## src/rtl/dpll_mode_pkg.sv

```systemverilog
// Constants, types and register map for the loop mode controller.
// What this block does
// - After any reset the loop runs free until it has once been synchronized.
// - A qualified reference starts lock acquisition on that reference.
// - Successful acquisition on a stable reference enters normal, locked operation.
// - Losing the reference in normal with no other qualified one enters holdover.
// - Holdover starts from averaged history so the initial offset stays small.
// - The mode pin is caught on the first enabled edge after reset and shown in the mode register.
// - An unconnected mode pin, pulled high, gives manual free-run.
// - Pin low gives manual normal: fixed reference from register, holdover on failure.
// - Pin high gives manual free-run with no automatic reference switching.
// - Software sets the mode unless the pin-control bit hands it to the pin.
// - A bandwidth field chooses 0.1 Hz, 14 Hz, 28 Hz or wideband.
// - Wideband means 890 Hz above 8 kHz, 56 Hz at 8 kHz, 14 Hz at 2 kHz.
// - For 2 kHz references only 0.1 Hz or 14 Hz bandwidth is used.
// - Phase slope limit is 885 ns/s, 7.5 us/s, 61 us/s or unlimited.
// - The interrupt output goes active on any change of reported status.
// - Lock and holdover status are driven on their own output pins.
// - Hitless reference switching can be turned on or off by software.
// - Reference choice is automatic by priority and revertive setting, or manual.
package dpll_mode_pkg;

	// ****************************************
	// Register offsets
	// ****************************************
	localparam logic [6:0] hardware_pin_control_addr = 7'h01;
	localparam logic [6:0] device_status_addr = 7'h02;
	localparam logic [6:0] loop_control_primary_addr = 7'h1d;
	localparam logic [6:0] loop_control_secondary_addr = 7'h1e;
	localparam logic [6:0] operating_mode_select_addr = 7'h1f;
	localparam logic [6:0] manual_reference_select_addr = 7'h20;
	localparam logic [6:0] reference_priority_low_addr = 7'h24;
	localparam logic [6:0] reference_priority_high_addr = 7'h25;

	// ****************************************
	// Field positions and reset values
	// ****************************************
	localparam int pin_control_bit = 0;
	localparam int bandwidth_lsb = 0;
	localparam int slope_limit_lsb = 2;
	localparam int hitless_bit = 4;
	localparam int revertive_bit = 0;
	localparam logic [7:0] loop_control_primary_reset = 8'h10;
	localparam logic [7:0] loop_control_secondary_reset = 8'h01;
	localparam logic [7:0] manual_reference_select_reset = 8'h00;
	localparam logic [7:0] reference_priority_low_reset = 8'h10;
	localparam logic [7:0] reference_priority_high_reset = 8'h02;
	localparam logic [3:0] priority_never = 4'hf;
	localparam int history_shift = 4;
	localparam int ref_count = 3;

	// ****************************************
	// Types
	// ****************************************
	typedef enum logic [1:0] {
		mode_manual_normal = 2'b00,
		mode_manual_free_run = 2'b01,
		mode_auto_normal = 2'b10
	} op_mode_t;

	typedef enum logic [1:0] {
		st_free_run = 2'b00,
		st_acquiring = 2'b01,
		st_normal = 2'b10,
		st_holdover = 2'b11
	} dpll_state_t;

	typedef enum logic [1:0] {
		bw_sel_0p1 = 2'b00,
		bw_sel_14 = 2'b01,
		bw_sel_28 = 2'b10,
		bw_sel_wide = 2'b11
	} bw_sel_t;

	typedef enum logic [2:0] {
		bw_0p1_hz = 3'b000,
		bw_14_hz = 3'b001,
		bw_28_hz = 3'b010,
		bw_56_hz = 3'b011,
		bw_890_hz = 3'b100
	} bw_eff_t;

	typedef enum logic [1:0] {
		psl_885_ns = 2'b00,
		psl_7p5_us = 2'b01,
		psl_61_us = 2'b10,
		psl_unlimited = 2'b11
	} phase_slope_limit_t;

	typedef struct packed {
		bw_eff_t bandwidth;
		phase_slope_limit_t phase_slope_limit;
		logic hitless;
	} loop_cfg_t;

	typedef struct packed {
		logic ever_synced;
		logic [1:0] active_ref;
		dpll_state_t state;
	} status_t;

endpackage

```

## src/rtl/dpll_mode_controller.sv

```systemverilog
// Mode, reference and loop setting control for the network timing loop.
`timescale 1ns/1ps
module dpll_mode_controller (
	input wire logic clock,
	input wire logic rst,
	input wire logic clock_enable,
	input wire logic mode_pin,
	input wire logic [2:0] ref_qualified,
	input wire logic [2:0] ref_is_2k,
	input wire logic [2:0] ref_is_8k,
	input wire logic acquisition_done,
	input wire logic [23:0] loop_freq,
	input wire logic [6:0] reg_addr,
	input wire logic reg_write,
	input wire logic reg_read,
	input wire logic [7:0] reg_wdata,
	output logic [7:0] reg_rdata,
	output dpll_mode_pkg::status_t status,
	output dpll_mode_pkg::loop_cfg_t loop_cfg,
	output logic [23:0] holdover_freq,
	output logic lock_pin,
	output logic holdover_pin,
	output logic irq_n
);
	import dpll_mode_pkg::*;

	// ****************************************
	// Registers
	// ****************************************
	logic [7:0] hardware_pin_control;
	logic [7:0] loop_control_primary;
	logic [7:0] loop_control_secondary;
	logic [7:0] operating_mode_select;
	logic [7:0] manual_reference_select;
	logic [7:0] reference_priority_low;
	logic [7:0] reference_priority_high;
	logic strap_taken;
	logic status_pending;

	logic wr_en;
	assign wr_en = clock_enable && reg_write;

	// The strap is caught on the first enabled edge after release, never by the reset itself.
	always_ff @(posedge clock or posedge rst) begin
		if (rst) begin
			strap_taken <= 1'b0;
		end else if (clock_enable) begin
			strap_taken <= 1'b1;
		end
	end

	always_ff @(posedge clock or posedge rst) begin
		if (rst) begin
			operating_mode_select <= 8'h00;
		end else if (clock_enable) begin
			if (!strap_taken) begin
				// A floating pin reads high through its pull-up, giving manual free-run.
				operating_mode_select <= mode_pin ? 8'h01 : 8'h00;
			end else if (reg_write && reg_addr == operating_mode_select_addr) begin
				operating_mode_select <= {6'h00, reg_wdata[1:0]};
			end
		end
	end

	always_ff @(posedge clock or posedge rst) begin
		if (rst) begin
			hardware_pin_control <= 8'h00;
			loop_control_primary <= loop_control_primary_reset;
			loop_control_secondary <= loop_control_secondary_reset;
			manual_reference_select <= manual_reference_select_reset;
			reference_priority_low <= reference_priority_low_reset;
			reference_priority_high <= reference_priority_high_reset;
		end else if (wr_en) begin
			unique case (reg_addr)
				hardware_pin_control_addr: hardware_pin_control <= {7'h00, reg_wdata[0]};
				loop_control_primary_addr: loop_control_primary <= {3'h0, reg_wdata[4:0]};
				loop_control_secondary_addr: loop_control_secondary <= {7'h00, reg_wdata[0]};
				manual_reference_select_addr: manual_reference_select <= {6'h00, reg_wdata[1:0]};
				reference_priority_low_addr: reference_priority_low <= reg_wdata;
				reference_priority_high_addr: reference_priority_high <= {4'h0, reg_wdata[3:0]};
				default: begin
				end
			endcase
		end
	end

	// ****************************************
	// Mode source
	// ****************************************
	op_mode_t mode;
	always_comb begin
		if (hardware_pin_control[pin_control_bit]) begin
			mode = mode_pin ? mode_manual_free_run : mode_manual_normal;
		end else begin
			unique case (operating_mode_select[1:0])
				2'b00: mode = mode_manual_normal;
				2'b10: mode = mode_auto_normal;
				default: mode = mode_manual_free_run;
			endcase
		end
	end

	// ****************************************
	// Reference choice
	// ****************************************
	dpll_state_t state;
	logic [1:0] active_ref;
	logic ever_synced;
	logic [3:0] prio [ref_count];
	logic [1:0] best_ref;
	logic best_found;
	logic [1:0] next_ref;
	logic next_valid;

	assign prio[0] = reference_priority_low[3:0];
	assign prio[1] = reference_priority_low[7:4];
	assign prio[2] = reference_priority_high[3:0];

	// Strict less-than keeps the lowest-numbered reference on equal priority.
	always_comb begin
		best_ref = 2'd0;
		best_found = 1'b0;
		for (int i = 0; i < ref_count; i++) begin
			if (ref_qualified[i] && prio[i] != priority_never &&
				(!best_found || prio[i] < prio[best_ref])) begin
				best_ref = 2'(i);
				best_found = 1'b1;
			end
		end
	end

	always_comb begin
		if (mode == mode_manual_normal) begin
			next_ref = manual_reference_select[1:0];
			next_valid = manual_reference_select[1:0] != 2'd3 &&
				ref_qualified[manual_reference_select[1:0]];
		end else if (mode == mode_auto_normal) begin
			if (!loop_control_secondary[revertive_bit] && state != st_free_run &&
				active_ref != 2'd3 && ref_qualified[active_ref]) begin
				next_ref = active_ref;
			end else begin
				next_ref = best_ref;
			end
			next_valid = (next_ref == active_ref && state != st_free_run &&
				active_ref != 2'd3 && ref_qualified[active_ref]) || best_found;
		end else begin
			next_ref = active_ref;
			next_valid = 1'b0;
		end
	end

	always_ff @(posedge clock or posedge rst) begin
		if (rst) begin
			active_ref <= 2'd0;
		end else if (clock_enable && next_valid) begin
			active_ref <= next_ref;
		end
	end

	// ****************************************
	// Operating state
	// ****************************************
	always_ff @(posedge clock or posedge rst) begin
		if (rst) begin
			state <= st_free_run;
		end else if (clock_enable) begin
			if (!strap_taken || mode == mode_manual_free_run) begin
				state <= st_free_run;
			end else begin
				unique case (state)
					st_free_run: begin
						if (next_valid) begin
							state <= st_acquiring;
						end
					end
					st_acquiring: begin
						if (!next_valid) begin
							state <= ever_synced ? st_holdover : st_free_run;
						end else if (acquisition_done) begin
							state <= st_normal;
						end
					end
					st_normal: begin
						if (!next_valid) begin
							state <= st_holdover;
						end else if (next_ref != active_ref) begin
							state <= st_acquiring;
						end
					end
					st_holdover: begin
						if (next_valid) begin
							state <= st_acquiring;
						end
					end
				endcase
			end
		end
	end

	always_ff @(posedge clock or posedge rst) begin
		if (rst) begin
			ever_synced <= 1'b0;
		end else if (clock_enable && state == st_normal) begin
			ever_synced <= 1'b1;
		end
	end

	// ****************************************
	// Holdover history
	// ****************************************
	// A running average rather than the last sample keeps a final wobble out of holdover.
	logic [23:0] history;
	logic signed [24:0] hist_diff;
	logic signed [24:0] hist_step;
	assign hist_diff = $signed({1'b0, loop_freq}) - $signed({1'b0, history});
	assign hist_step = hist_diff >>> history_shift;

	always_ff @(posedge clock or posedge rst) begin
		if (rst) begin
			history <= 24'h000000;
		end else if (clock_enable && state == st_normal && next_valid) begin
			history <= history + hist_step[23:0];
		end
	end

	always_ff @(posedge clock or posedge rst) begin
		if (rst) begin
			holdover_freq <= 24'h000000;
		end else if (clock_enable && state != st_holdover) begin
			holdover_freq <= history;
		end
	end

	// ****************************************
	// Loop settings
	// ****************************************
	bw_sel_t bw_sel;
	bw_eff_t next_bw;
	logic ref_2k;
	logic ref_8k;
	assign bw_sel = bw_sel_t'(loop_control_primary[bandwidth_lsb +: 2]);
	assign ref_2k = ref_is_2k[active_ref[1] ? 2 : {1'b0, active_ref[0]}];
	assign ref_8k = ref_is_8k[active_ref[1] ? 2 : {1'b0, active_ref[0]}];

	always_comb begin
		unique case (bw_sel)
			bw_sel_0p1: next_bw = bw_0p1_hz;
			bw_sel_14: next_bw = bw_14_hz;
			bw_sel_28: next_bw = ref_2k ? bw_14_hz : bw_28_hz;
			bw_sel_wide: begin
				if (ref_2k) begin
					next_bw = bw_14_hz;
				end else if (ref_8k) begin
					next_bw = bw_56_hz;
				end else begin
					next_bw = bw_890_hz;
				end
			end
		endcase
	end

	always_ff @(posedge clock or posedge rst) begin
		if (rst) begin
			loop_cfg <= '{bandwidth: bw_0p1_hz, phase_slope_limit: psl_885_ns, hitless: 1'b1};
		end else if (clock_enable) begin
			loop_cfg.bandwidth <= next_bw;
			loop_cfg.phase_slope_limit <= phase_slope_limit_t'(
				loop_control_primary[slope_limit_lsb +: 2]);
			loop_cfg.hitless <= loop_control_primary[hitless_bit];
		end
	end

	// ****************************************
	// Status, pins and interrupt
	// ****************************************
	status_t next_status;
	assign next_status = '{ever_synced: ever_synced, active_ref: active_ref, state: state};

	always_ff @(posedge clock or posedge rst) begin
		if (rst) begin
			status <= '{ever_synced: 1'b0, active_ref: 2'd0, state: st_free_run};
			lock_pin <= 1'b0;
			holdover_pin <= 1'b0;
		end else if (clock_enable) begin
			status <= next_status;
			lock_pin <= state == st_normal;
			holdover_pin <= state == st_holdover;
		end
	end

	logic status_read;
	assign status_read = reg_read && reg_addr == device_status_addr;

	// A change in the same cycle as the clearing read wins, so no event is lost.
	always_ff @(posedge clock or posedge rst) begin
		if (rst) begin
			status_pending <= 1'b0;
		end else if (clock_enable) begin
			if (status != next_status) begin
				status_pending <= 1'b1;
			end else if (status_read) begin
				status_pending <= 1'b0;
			end
		end
	end

	assign irq_n = !status_pending;

	always_ff @(posedge clock or posedge rst) begin
		if (rst) begin
			reg_rdata <= 8'h00;
		end else if (clock_enable && reg_read) begin
			unique case (reg_addr)
				hardware_pin_control_addr: reg_rdata <= hardware_pin_control;
				device_status_addr: reg_rdata <= {3'h0, status};
				loop_control_primary_addr: reg_rdata <= loop_control_primary;
				loop_control_secondary_addr: reg_rdata <= loop_control_secondary;
				operating_mode_select_addr: reg_rdata <= operating_mode_select;
				manual_reference_select_addr: reg_rdata <= manual_reference_select;
				reference_priority_low_addr: reg_rdata <= reference_priority_low;
				reference_priority_high_addr: reg_rdata <= reference_priority_high;
				default: reg_rdata <= 8'h00;
			endcase
		end
	end

endmodule

```

## config.mk

```make
export PLATFORM = sky130hd
export DESIGN_NAME = dpll_mode_controller
export DESIGN_NICKNAME = d
export VERILOG_FILES = /design/src/rtl/dpll_mode_pkg.sv /design/src/rtl/dpll_mode_controller.sv
export SDC_FILE = /design/constraint.sdc
export NUM_CORES = 1
export LEC_CHECK = 0
export ABC_CLOCK_PERIOD_IN_PS = 12340
export BUFFER_PORTS_ARGS = -buffer_cell sky130_fd_sc_hd__buf_2
export CORE_ASPECT_RATIO = 1.2
export CORE_UTILIZATION = 50
export CTS_BUF_LIST = sky130_fd_sc_hd__clkbuf_4
export DETAILED_ROUTE_END_ITERATION = 8
export GPL_TIMING_DRIVEN = 0
export PLACE_DENSITY = 0.81
export REMOVE_ABC_BUFFERS = 1
export SYNTH_ARGS = -nofsm -noshare
export SYNTH_HDL_FRONTEND = slang
export SYNTH_SLANG_ARGS = --single-unit
```

## constraint.sdc

```tcl
create_clock -name clock -period 12.34 [get_ports clock]
set_input_delay 1.234 -clock clock [delete_from_list [all_inputs] [get_ports clock]]
set_output_delay 1.234 -clock clock [all_outputs]
set_load 0.02 [all_outputs]
```

Word-level counts from Yosys, hierarchy flattened
Cells that the tools add are included.
W data, S select, Z words.
{"block": "classes", "add_sub_neg": 2, "n_eq_ne": 30, "n_bitwise": 1, "n_reduce_logical": 45, "order_cmp": 6, "mux": 45}
{"operator": "$pmux W8 S8", "n": 1}
{"operator": "$mux W2", "n": 16}
{"operator": "$sub A24 B24 Y25", "n": 1}
{"operator": "$add A24 B24 Y24", "n": 1}
{"operator": "$eq A7 B5 Y1 const B", "n": 3}
{"operator": "$eq A7 B6 Y1 const B", "n": 3}
{"operator": "$logic_and A1 B1 Y1", "n": 20}
{"operator": "$ne A4 B4 Y1 const B", "n": 5}
{"operator": "$mux W8", "n": 2}
{"operator": "$reduce_and A2 Y1", "n": 8}
{"operator": "$mux W1", "n": 14}
{"operator": "$eq A2 B2 Y1 const B", "n": 6}
{"operator": "$pmux W3 S4", "n": 1}
{"operator": "$lt A2 B3 Y1 const B", "n": 3}
{"operator": "$bmux W1 S2", "n": 4}
{"operator": "$bmux W4 S2", "n": 1}
{"operator": "$logic_not A2 Y1", "n": 4}
{"operator": "$lt A4 B4 Y1", "n": 2}
{"operator": "$mux W4", "n": 2}
{"operator": "$eq A7 B1 Y1 const B", "n": 1}
{"operator": "$eq A7 B2 Y1 const B", "n": 1}
{"operator": "$eq A2 B1 Y1 const B", "n": 3}
{"operator": "$mux W3", "n": 2}
{"operator": "$ne A2 B2 Y1 const B", "n": 3}
{"operator": "other kinds (14)", "n": 22}
{"block": "word_totals", "word_cells": 152, "ff_bits": 105, "out_inout_bits": 46}

Depth between registers and ports, before layout
Gate-level depths: netlist (run 1).
{"block": "logic_depth", "word_depth": 28, "mapped_depth": 20, "ltp_nobuf": 20}

Least setup slack after synthesis (run 1)
No wires, ideal clock.
{"block": "synth_timing", "kind": "input port to flip-flop", "startpoint": "input port loop_freq[4]", "endpoint": "register history[23]", "cell_stages": 19, "arrival_time_ns": 5.336, "n_path_buf": 0, "setup_slack_ns": 6.924, "cell_sequence": "ha_1 > a21o_1 > a2111oi_0 > a21boi_1 > nor2_1 > a21oi_1 > nor2b_1 > nor2_1 > xnor2_1 > ha_1 > a2111oi_2 > o21ai_1 > and3_4 > o221a_4 > or4_4 > a41o_1 > or4_1 > o21ai_2 > xnor2_1"}
{"block": "synth_via", "elab_chain_len": 2}
{"element": "start, declared", "line": "dpll_mode_controller.sv:12", "text": "input wire logic [23:0] loop_freq,"}
{"element": "$sub A24 B24 Y25", "line": "dpll_mode_controller.sv:215", "text": "assign hist_diff = $signed({1'b0, loop_freq}) - $signed({1'b0, history});"}
{"element": "$add A24 B24 Y24", "line": "dpll_mode_controller.sv:222", "text": "history <= history + hist_step[23:0];"}
{"element": "end signal, assigned", "line": "dpll_mode_controller.sv:222"}
{"element": "end, declared", "line": "dpll_mode_controller.sv:212", "text": "logic [23:0] history;"}
No other way between the ends.
A chain may end at the register's enable or synchronous reset.

Worst setup path after layout (run 1)
Ends and elaborated chain as after synthesis.

==> results of run 1 <==
[stage by stage]
stage | hold WS [ps] | setup slack [ps] | instance area [um^2] | util (%)
floorplan | 465.8 | 6921 | 6545 | -
global placement | 455.4 | 6509 | 7251 | 56.73
detailed placement | 465.1 | 6434 | 7327 | 57.33
CTS | 502.7 | 6927 | 7486 | 58.57
global route | 525.9 | 6579 | 7491 | 58.61
finish | 496.3 | 6922 | 7491 | 58.61
[final cells by class]
class / count / area (um^2) / area share (%)
repair buffers: 103 / 570.5 / 7.617
flip-flops and latches: 99 / 2484 / 33.16
clock buffers: 9 / 67.56 / 0.9020
clock inverters: 7 / 91.34 / 1.219
inverters: 42 / 160.2 / 2.138
diodes: 2 / 5.005 / 0.06681
multi-input cells: 562 / 3908 / 52.16
well taps: 164 / 205.2 / 2.739
[worst paths after layout]
check,to,from,cells after the start,slack (ps)
setup / recovery,history[23]$_DFFE_PP0P_,loop_freq[4],19,6920
hold / removal,reg_rdata[4]$_DFFE_PP0P_,reg_rdata[4]$_DFFE_PP0P_,2,500
setup reg to reg,history[23]$_DFFE_PP0P_,history[4]$_DFFE_PP0P_,19,7290
hold reg to reg,reg_rdata[4]$_DFFE_PP0P_,reg_rdata[4]$_DFFE_PP0P_,2,500
max in group asynchronous,reference_priority_high[1]$_DFFE_PP1P_,rst,3,10900
min in group asynchronous,reg_rdata[3]$_DFFE_PP0P_,rst,2,720
[cells by family after synthesis]
kind of cell | count (synthesis)
xor+xnor | 42
compound gates | 203
flops | 99
mux | 47
buf+inv | 58
simple gates | 212
fa+ha+maj | 58
[registers in the layout, summed over array words and instances (netlist names)]
signal / cells
operating_mode_select: 2
reg_rdata: 8
holdover_freq: 24
reference_priority_low: 8
ever_synced: 1
manual_reference_select: 2
loop_control_primary: 5
hardware_pin_control: 1
status: 5
state: 2
reference_priority_high: 4
holdover_pin: 1
loop_cfg: 6
strap_taken: 1
active_ref: 2
loop_control_secondary: 1
history: 24
status_pending: 1
lock_pin: 1
[where the power goes]
part           total (mW)  switching (mW)  internal [mW]
Clock               0.194           0.127         0.0670
Combinational        1.35           0.763          0.586
Sequential          0.500          0.0849          0.415
Total                2.04           0.975           1.07
[routing by layer]
layer | wire length [um] | global-route usage, %
met1 | 6590 | 28.95
met2 | 7719 | 42.01
met3 | 517 | 2.542
met4 | 532 | 11.52
met5 | 0 | 0
[worst min-delay path, delay by kind of cell (launching register included)]
kind,cells,cell delay (ps)
flip-flops,1,380
AO/OA/AOI/OAI,1,60
AND/OR/NAND/NOR,1,50
[placed cells by master, fill, tap and decap left out, types with 3 or more instances in the layout]
master / instances
nand3_1: 13
ha_1: 57
mux2_2: 32
a21o_1: 16
a211oi_1: 6
clkbuf_4: 9
mux2i_1: 13
or2_2: 3
and2_1: 7
dfrtp_1: 94
nor2b_1: 7
or3_1: 3
buf_2: 100
o21ai_0: 62
xor2_1: 15
a31oi_1: 6
o21bai_1: 4
inv_6: 3
a21oi_1: 47
dfstp_2: 5
o211ai_1: 3
and3_1: 5
xnor2_1: 27
nand2b_1: 7
a221oi_1: 3
inv_1: 41
o21ai_1: 11
nor2_1: 51
o21a_1: 9
nor3_1: 9
nand4_1: 9
a222oi_1: 3
nand2_1: 86
==> metrics, run 1 <==
die width=106.9 um; synthesized flop and latch total=99; Seq/Total Area, Yosys=37.60%; Root Buffer=clkbuf_4; fin nets=930; RSZ-0062 raised after global routing=no; share of post-route cells with drive strength above 1=20.80%; leading area contributor after synthesis=dfrtp_1; vias in the first global route=between 5000 and 6000; CP cell instances=buf_2 -> ha_1 -> a21o_1 -> a2111oi_0 -> a21boi_1 -> o21ai_1 -> a41oi_1 -> o21ai_0 -> a21oi_1 -> ha_1 -> nand3_1 -> o211a_1 -> nand2_1 -> o221a_4 -> or4_4 -> a41o_1 -> or4_1 -> o21ai_2 -> xnor2_1; top post-synthesis cells by area=dfrtp_1 (36%), ha_1 (11%), mux2_2 (5.5%); 1st-pass router iterations=4; initial core utilization=51.68%; final WL=15360 um; Max FO, Critical Path=6; initial antenna violation count=2; CP peak stage delay=500 ps; later-pin clock latency in the skew report=490 ps; first-pass GRT wire length=25720 um; Port Buffers=100; status=completed; placed cells=970; clock buffer depth=2; total core area=12780 um^2; Critical Path RT=12750 ps; RePlAce Congestion=about 0.9; Slew headroom=35.57%; die height=127.9 um; Area growth syn-to-layout=13.41%; Hold Buf Count CTS=0; Syn. warnings=0; fmax=approximately 0.18 GHz; async set or reset register ratio after synthesis=between 90% and 100%; CP top delay family=compound AO/OA/AOI/OAI gates; worst slew pin tran=between 900 and 1000 ps; Fin. Hold Viols=0; DRC=0; post-synthesis simple-gate area fraction=14.96%; CTS Buf Count=9; Sum Neg Setup Slack=0 ps; setup bufs post-CTS=0; PwrDens=~270 nW/um^2; gr ovfl total=0; Crit-path slowest cell=or4_4; fin cells=988; via count=5628; Total GRT Usage=23.83%; Die ar.=13680 um^2; Yosys top cell area share=~36%; Post-Synth XOR/XNOR Area=5.569%; largest family of logic cells by synthesized area=compound AO/OA/AOI/OAI gates; prevailing post-synth register cell=dfrtp_1; wire per inst=15.55 um; PnR Total Power=2.043 mW; Tmin final=5418 ps; critical path arrival=5830 ps; Most common cell on crit path=ha_1; post-synthesis cell count=719; Post-Synth Adder-Cell Area=11.10%; io pins=101; complex-gate fraction of the synthesized area=19.70%; Worst-path clk slew=170 ps; CTS tree=done; Final Skew=25.46 ps; Mapped Avg Cell Area=9.186 um^2; DRT iter0 DRCs=228; Setup-failing EPs final=0; Max VDD drop=0.1732 mV; post-synthesis mux area share=7.767%; total leakage power=3.628 nW; H-tree depth=3; CTS resizes=0; max-slew violations=0; Final HPWL DP=between 10000 and 15000 um; number of flops mapped to enable cells by yosys=0; most common cell in the netlist=dfrtp_1; Buf/Inv on CP=1; most common library cells after synthesis=dfrtp_1 (94), nand2_1 (86), o21ai_0 (62); Post-DRT Antenna Nets=0; vias per cell=5.696; FILL cells=~1100; max capacitance violation total=0; Cell variety after synth=67; clk sinks=99; post-route clock period utilization=a little over two fifths; Synth Cell Area=6605 um^2; largest net degree at the start of global routing=70; Crit. End Element=flop; FP Rows=45; CP startpoint kind=input pin; Crit Path Class=in2reg; HP Class=reg2reg
Note: power is estimated with default switching activity, not from simulation.
==> run 2, diff against run 1 <==
Settings changed: ABC_CLOCK_PERIOD_IN_PS 12340 to 4410, PLACE_DENSITY 0.81 to 0.83.
Clock period 12.34 ns to 4.41 ns, I/O delays scaled along.
==> run 2 against run 1 <==
Net effect: the flow now finishes with violations (negative setup slack); wire length is 6.5% higher; sequential power rose to 2.8 times the previous value; die area is the same; highest routed layer unchanged.
==> metrics, run 2 (synthesis results as in run 1) <==
worst slew pin tran=692.3 ps; most frequent cells in the layout=buf_2 (100), dfrtp_1 (94), nand2_1 (86); CTS tree=done; internal power=3.239 mW; RePlAce Congestion=0.8975; FP Rows=45; Die ar.=13680 um^2; HP Class=in2async; clock buffer depth=2; combinational share of power=a little under 70%; total leakage power=3.750 nW; Post-DRT Antenna Nets=0; register area=2484 um^2; placed cells=970; H-tree depth=3; Area growth syn-to-layout=17.90%; Root Buffer=clkbuf_4; share of post-route cells with drive strength above 1=between 20 and 25%; die height=around 130 um; Port Buffers=100; CP cell instances=inv_2 -> ha_4 -> a21o_1 -> a2111oi_4 -> a21boi_4 -> nor2_2 -> a21oi_2 -> nor2b_1 -> nor2_2 -> xnor2_1 -> ha_1 -> buf_4 -> o21ai_0 -> nor2_1 -> and3_4 -> o221a_4 -> or4_4 -> a41o_1 -> or4_4 -> o21ai_2 -> xnor2_1; FILL cells=about 1100; max-slew violations=0; Crit-path slowest cell=or4_4; Final HPWL DP=12060 um; total core area=roughly 13000 um^2; commonest non-fill, non-tap cell in the layout=buf_2; clk sinks=99; CP top delay family=compound AO/OA/AOI/OAI gates; io pins=101; PnR Total Power=a little over 6 mW; critical path arrival=5030 ps; Buf/Inv on CP=2; status=finished with violations; 1st-pass router iterations=6; CP startpoint kind=flop; CTS Buf Count=9; die width=106.9 um; DRC=0; R2R Setup Slk=-200 ps; via count=roughly 5800; final WL=16350 um; fmax=0.2168 GHz; Final Skew=22.24 ps; Crit. End Element=flop; later-pin clock latency in the skew report=490 ps; Total GRT Usage=23.96%; initial core utilization=51.68%; Tmin final=roughly 4600 ps; CP peak stage delay=490 ps; max capacitance violation total=0; sw power=2.916 mW; Util after Layout=60.93%; Crit Path Class=reg2reg; post-route clock period utilization=104.6%; Max VDD drop=0.5450 mV; Seq pwr share=around 23%; DRT iter0 DRCs=~280; PwrDens=790.3 nW/um^2; Fin. Hold Viols=0; largest net degree at the start of global routing=54; final setup margin=-202.3 ps; Critical Path RT=4820 ps; sw frac=47.38%; gr ovfl total=0; Largest regs=history: 24 flops, holdover_freq: 24 flops; Worst-path clk slew=160 ps; Clk network pwr share=8.4%; Slew headroom=53.85%; failing checks=negative setup slack; fin cells=1007; Max FO, Critical Path=3; initial antenna violation count=1; first-pass GRT wire length=~26000 um; area of the multi-input gates=4055 um^2; wire per inst=16.24 um; fin nets=950; Setup-failing EPs final=1; vias per cell=around 5.7; RSZ-0062 raised after global routing=yes; vias in the first global route=roughly 5500
run 2: timing repair:
action,CTS,global route
hold buffers,0,0
buffers inserted,13,7
gates resized for setup,17,12
pin swaps,16,8
gates cloned,0,0
setup endpoints to repair,6,8
run 2: final cells by class:
type                    instances  share of cell area [%]
multi-input cells             562                   52.07
flip-flops and latches         99                   31.89
repair buffers                123                   9.415
well taps                     164                   2.635
inverters                      42                   2.057
clock buffers                  10                  0.9640
clock inverters                 6                  0.9319
diodes                          1                 0.03213
run 2: metal layers:
metal  routed length (um)  global-route usage, %
met2                 8307                  43.04
met4                  556                  10.23
met3                  657                  4.067
met5                    0                      0
met1                 6833                  27.98
run 2: worst paths after layout:
kind | start | cells after the start | endpoint
worst max-delay path | history[4]$_DFFE_PP0P_ | 21 | history[23]$_DFFE_PP0P_
worst min-delay path | rst | 2 | holdover_freq[0]$_DFFE_PP0P_
worst max register to register | history[4]$_DFFE_PP0P_ | 21 | history[23]$_DFFE_PP0P_
worst min register to register | holdover_freq[19]$_DFFE_PP0P_ | 2 | holdover_freq[19]$_DFFE_PP0P_
max in group asynchronous | rst | 3 | reference_priority_high[1]$_DFFE_PP1P_
min in group clock | reg_wdata[7] | 2 | reference_priority_low[7]$_DFFE_PP0P_
run 2: power groups by stage:
stage | logic [mW] | registers, mW | clock network [mW]
final | 4.24 | 1.40 | 0.519
after global routing | 4.64 | 1.43 | 0.562
after CTS | 3.96 | 1.40 | 0.536
after detailed placement | 3.74 | 1.41 | 0
after global placement | 3.64 | 1.41 | 0
after floorplan | 2.82 | 1.51 | 0
run 2: through the flow:
stage	TNS (ps)	hold slack, ps	instance area (um^2)	worst slack [ps]
final	-202.3	39.01	7787	-202.3
after global routing	-676.3	87.52	7787	-363.3
after CTS	-163.0	37.18	7651	-163.0
after detailed placement	-3642	464.7	7340	-791.7
after global placement	-8287	455.1	7251	-672.8
after floorplan	-216.0	465.8	6545	-216.0
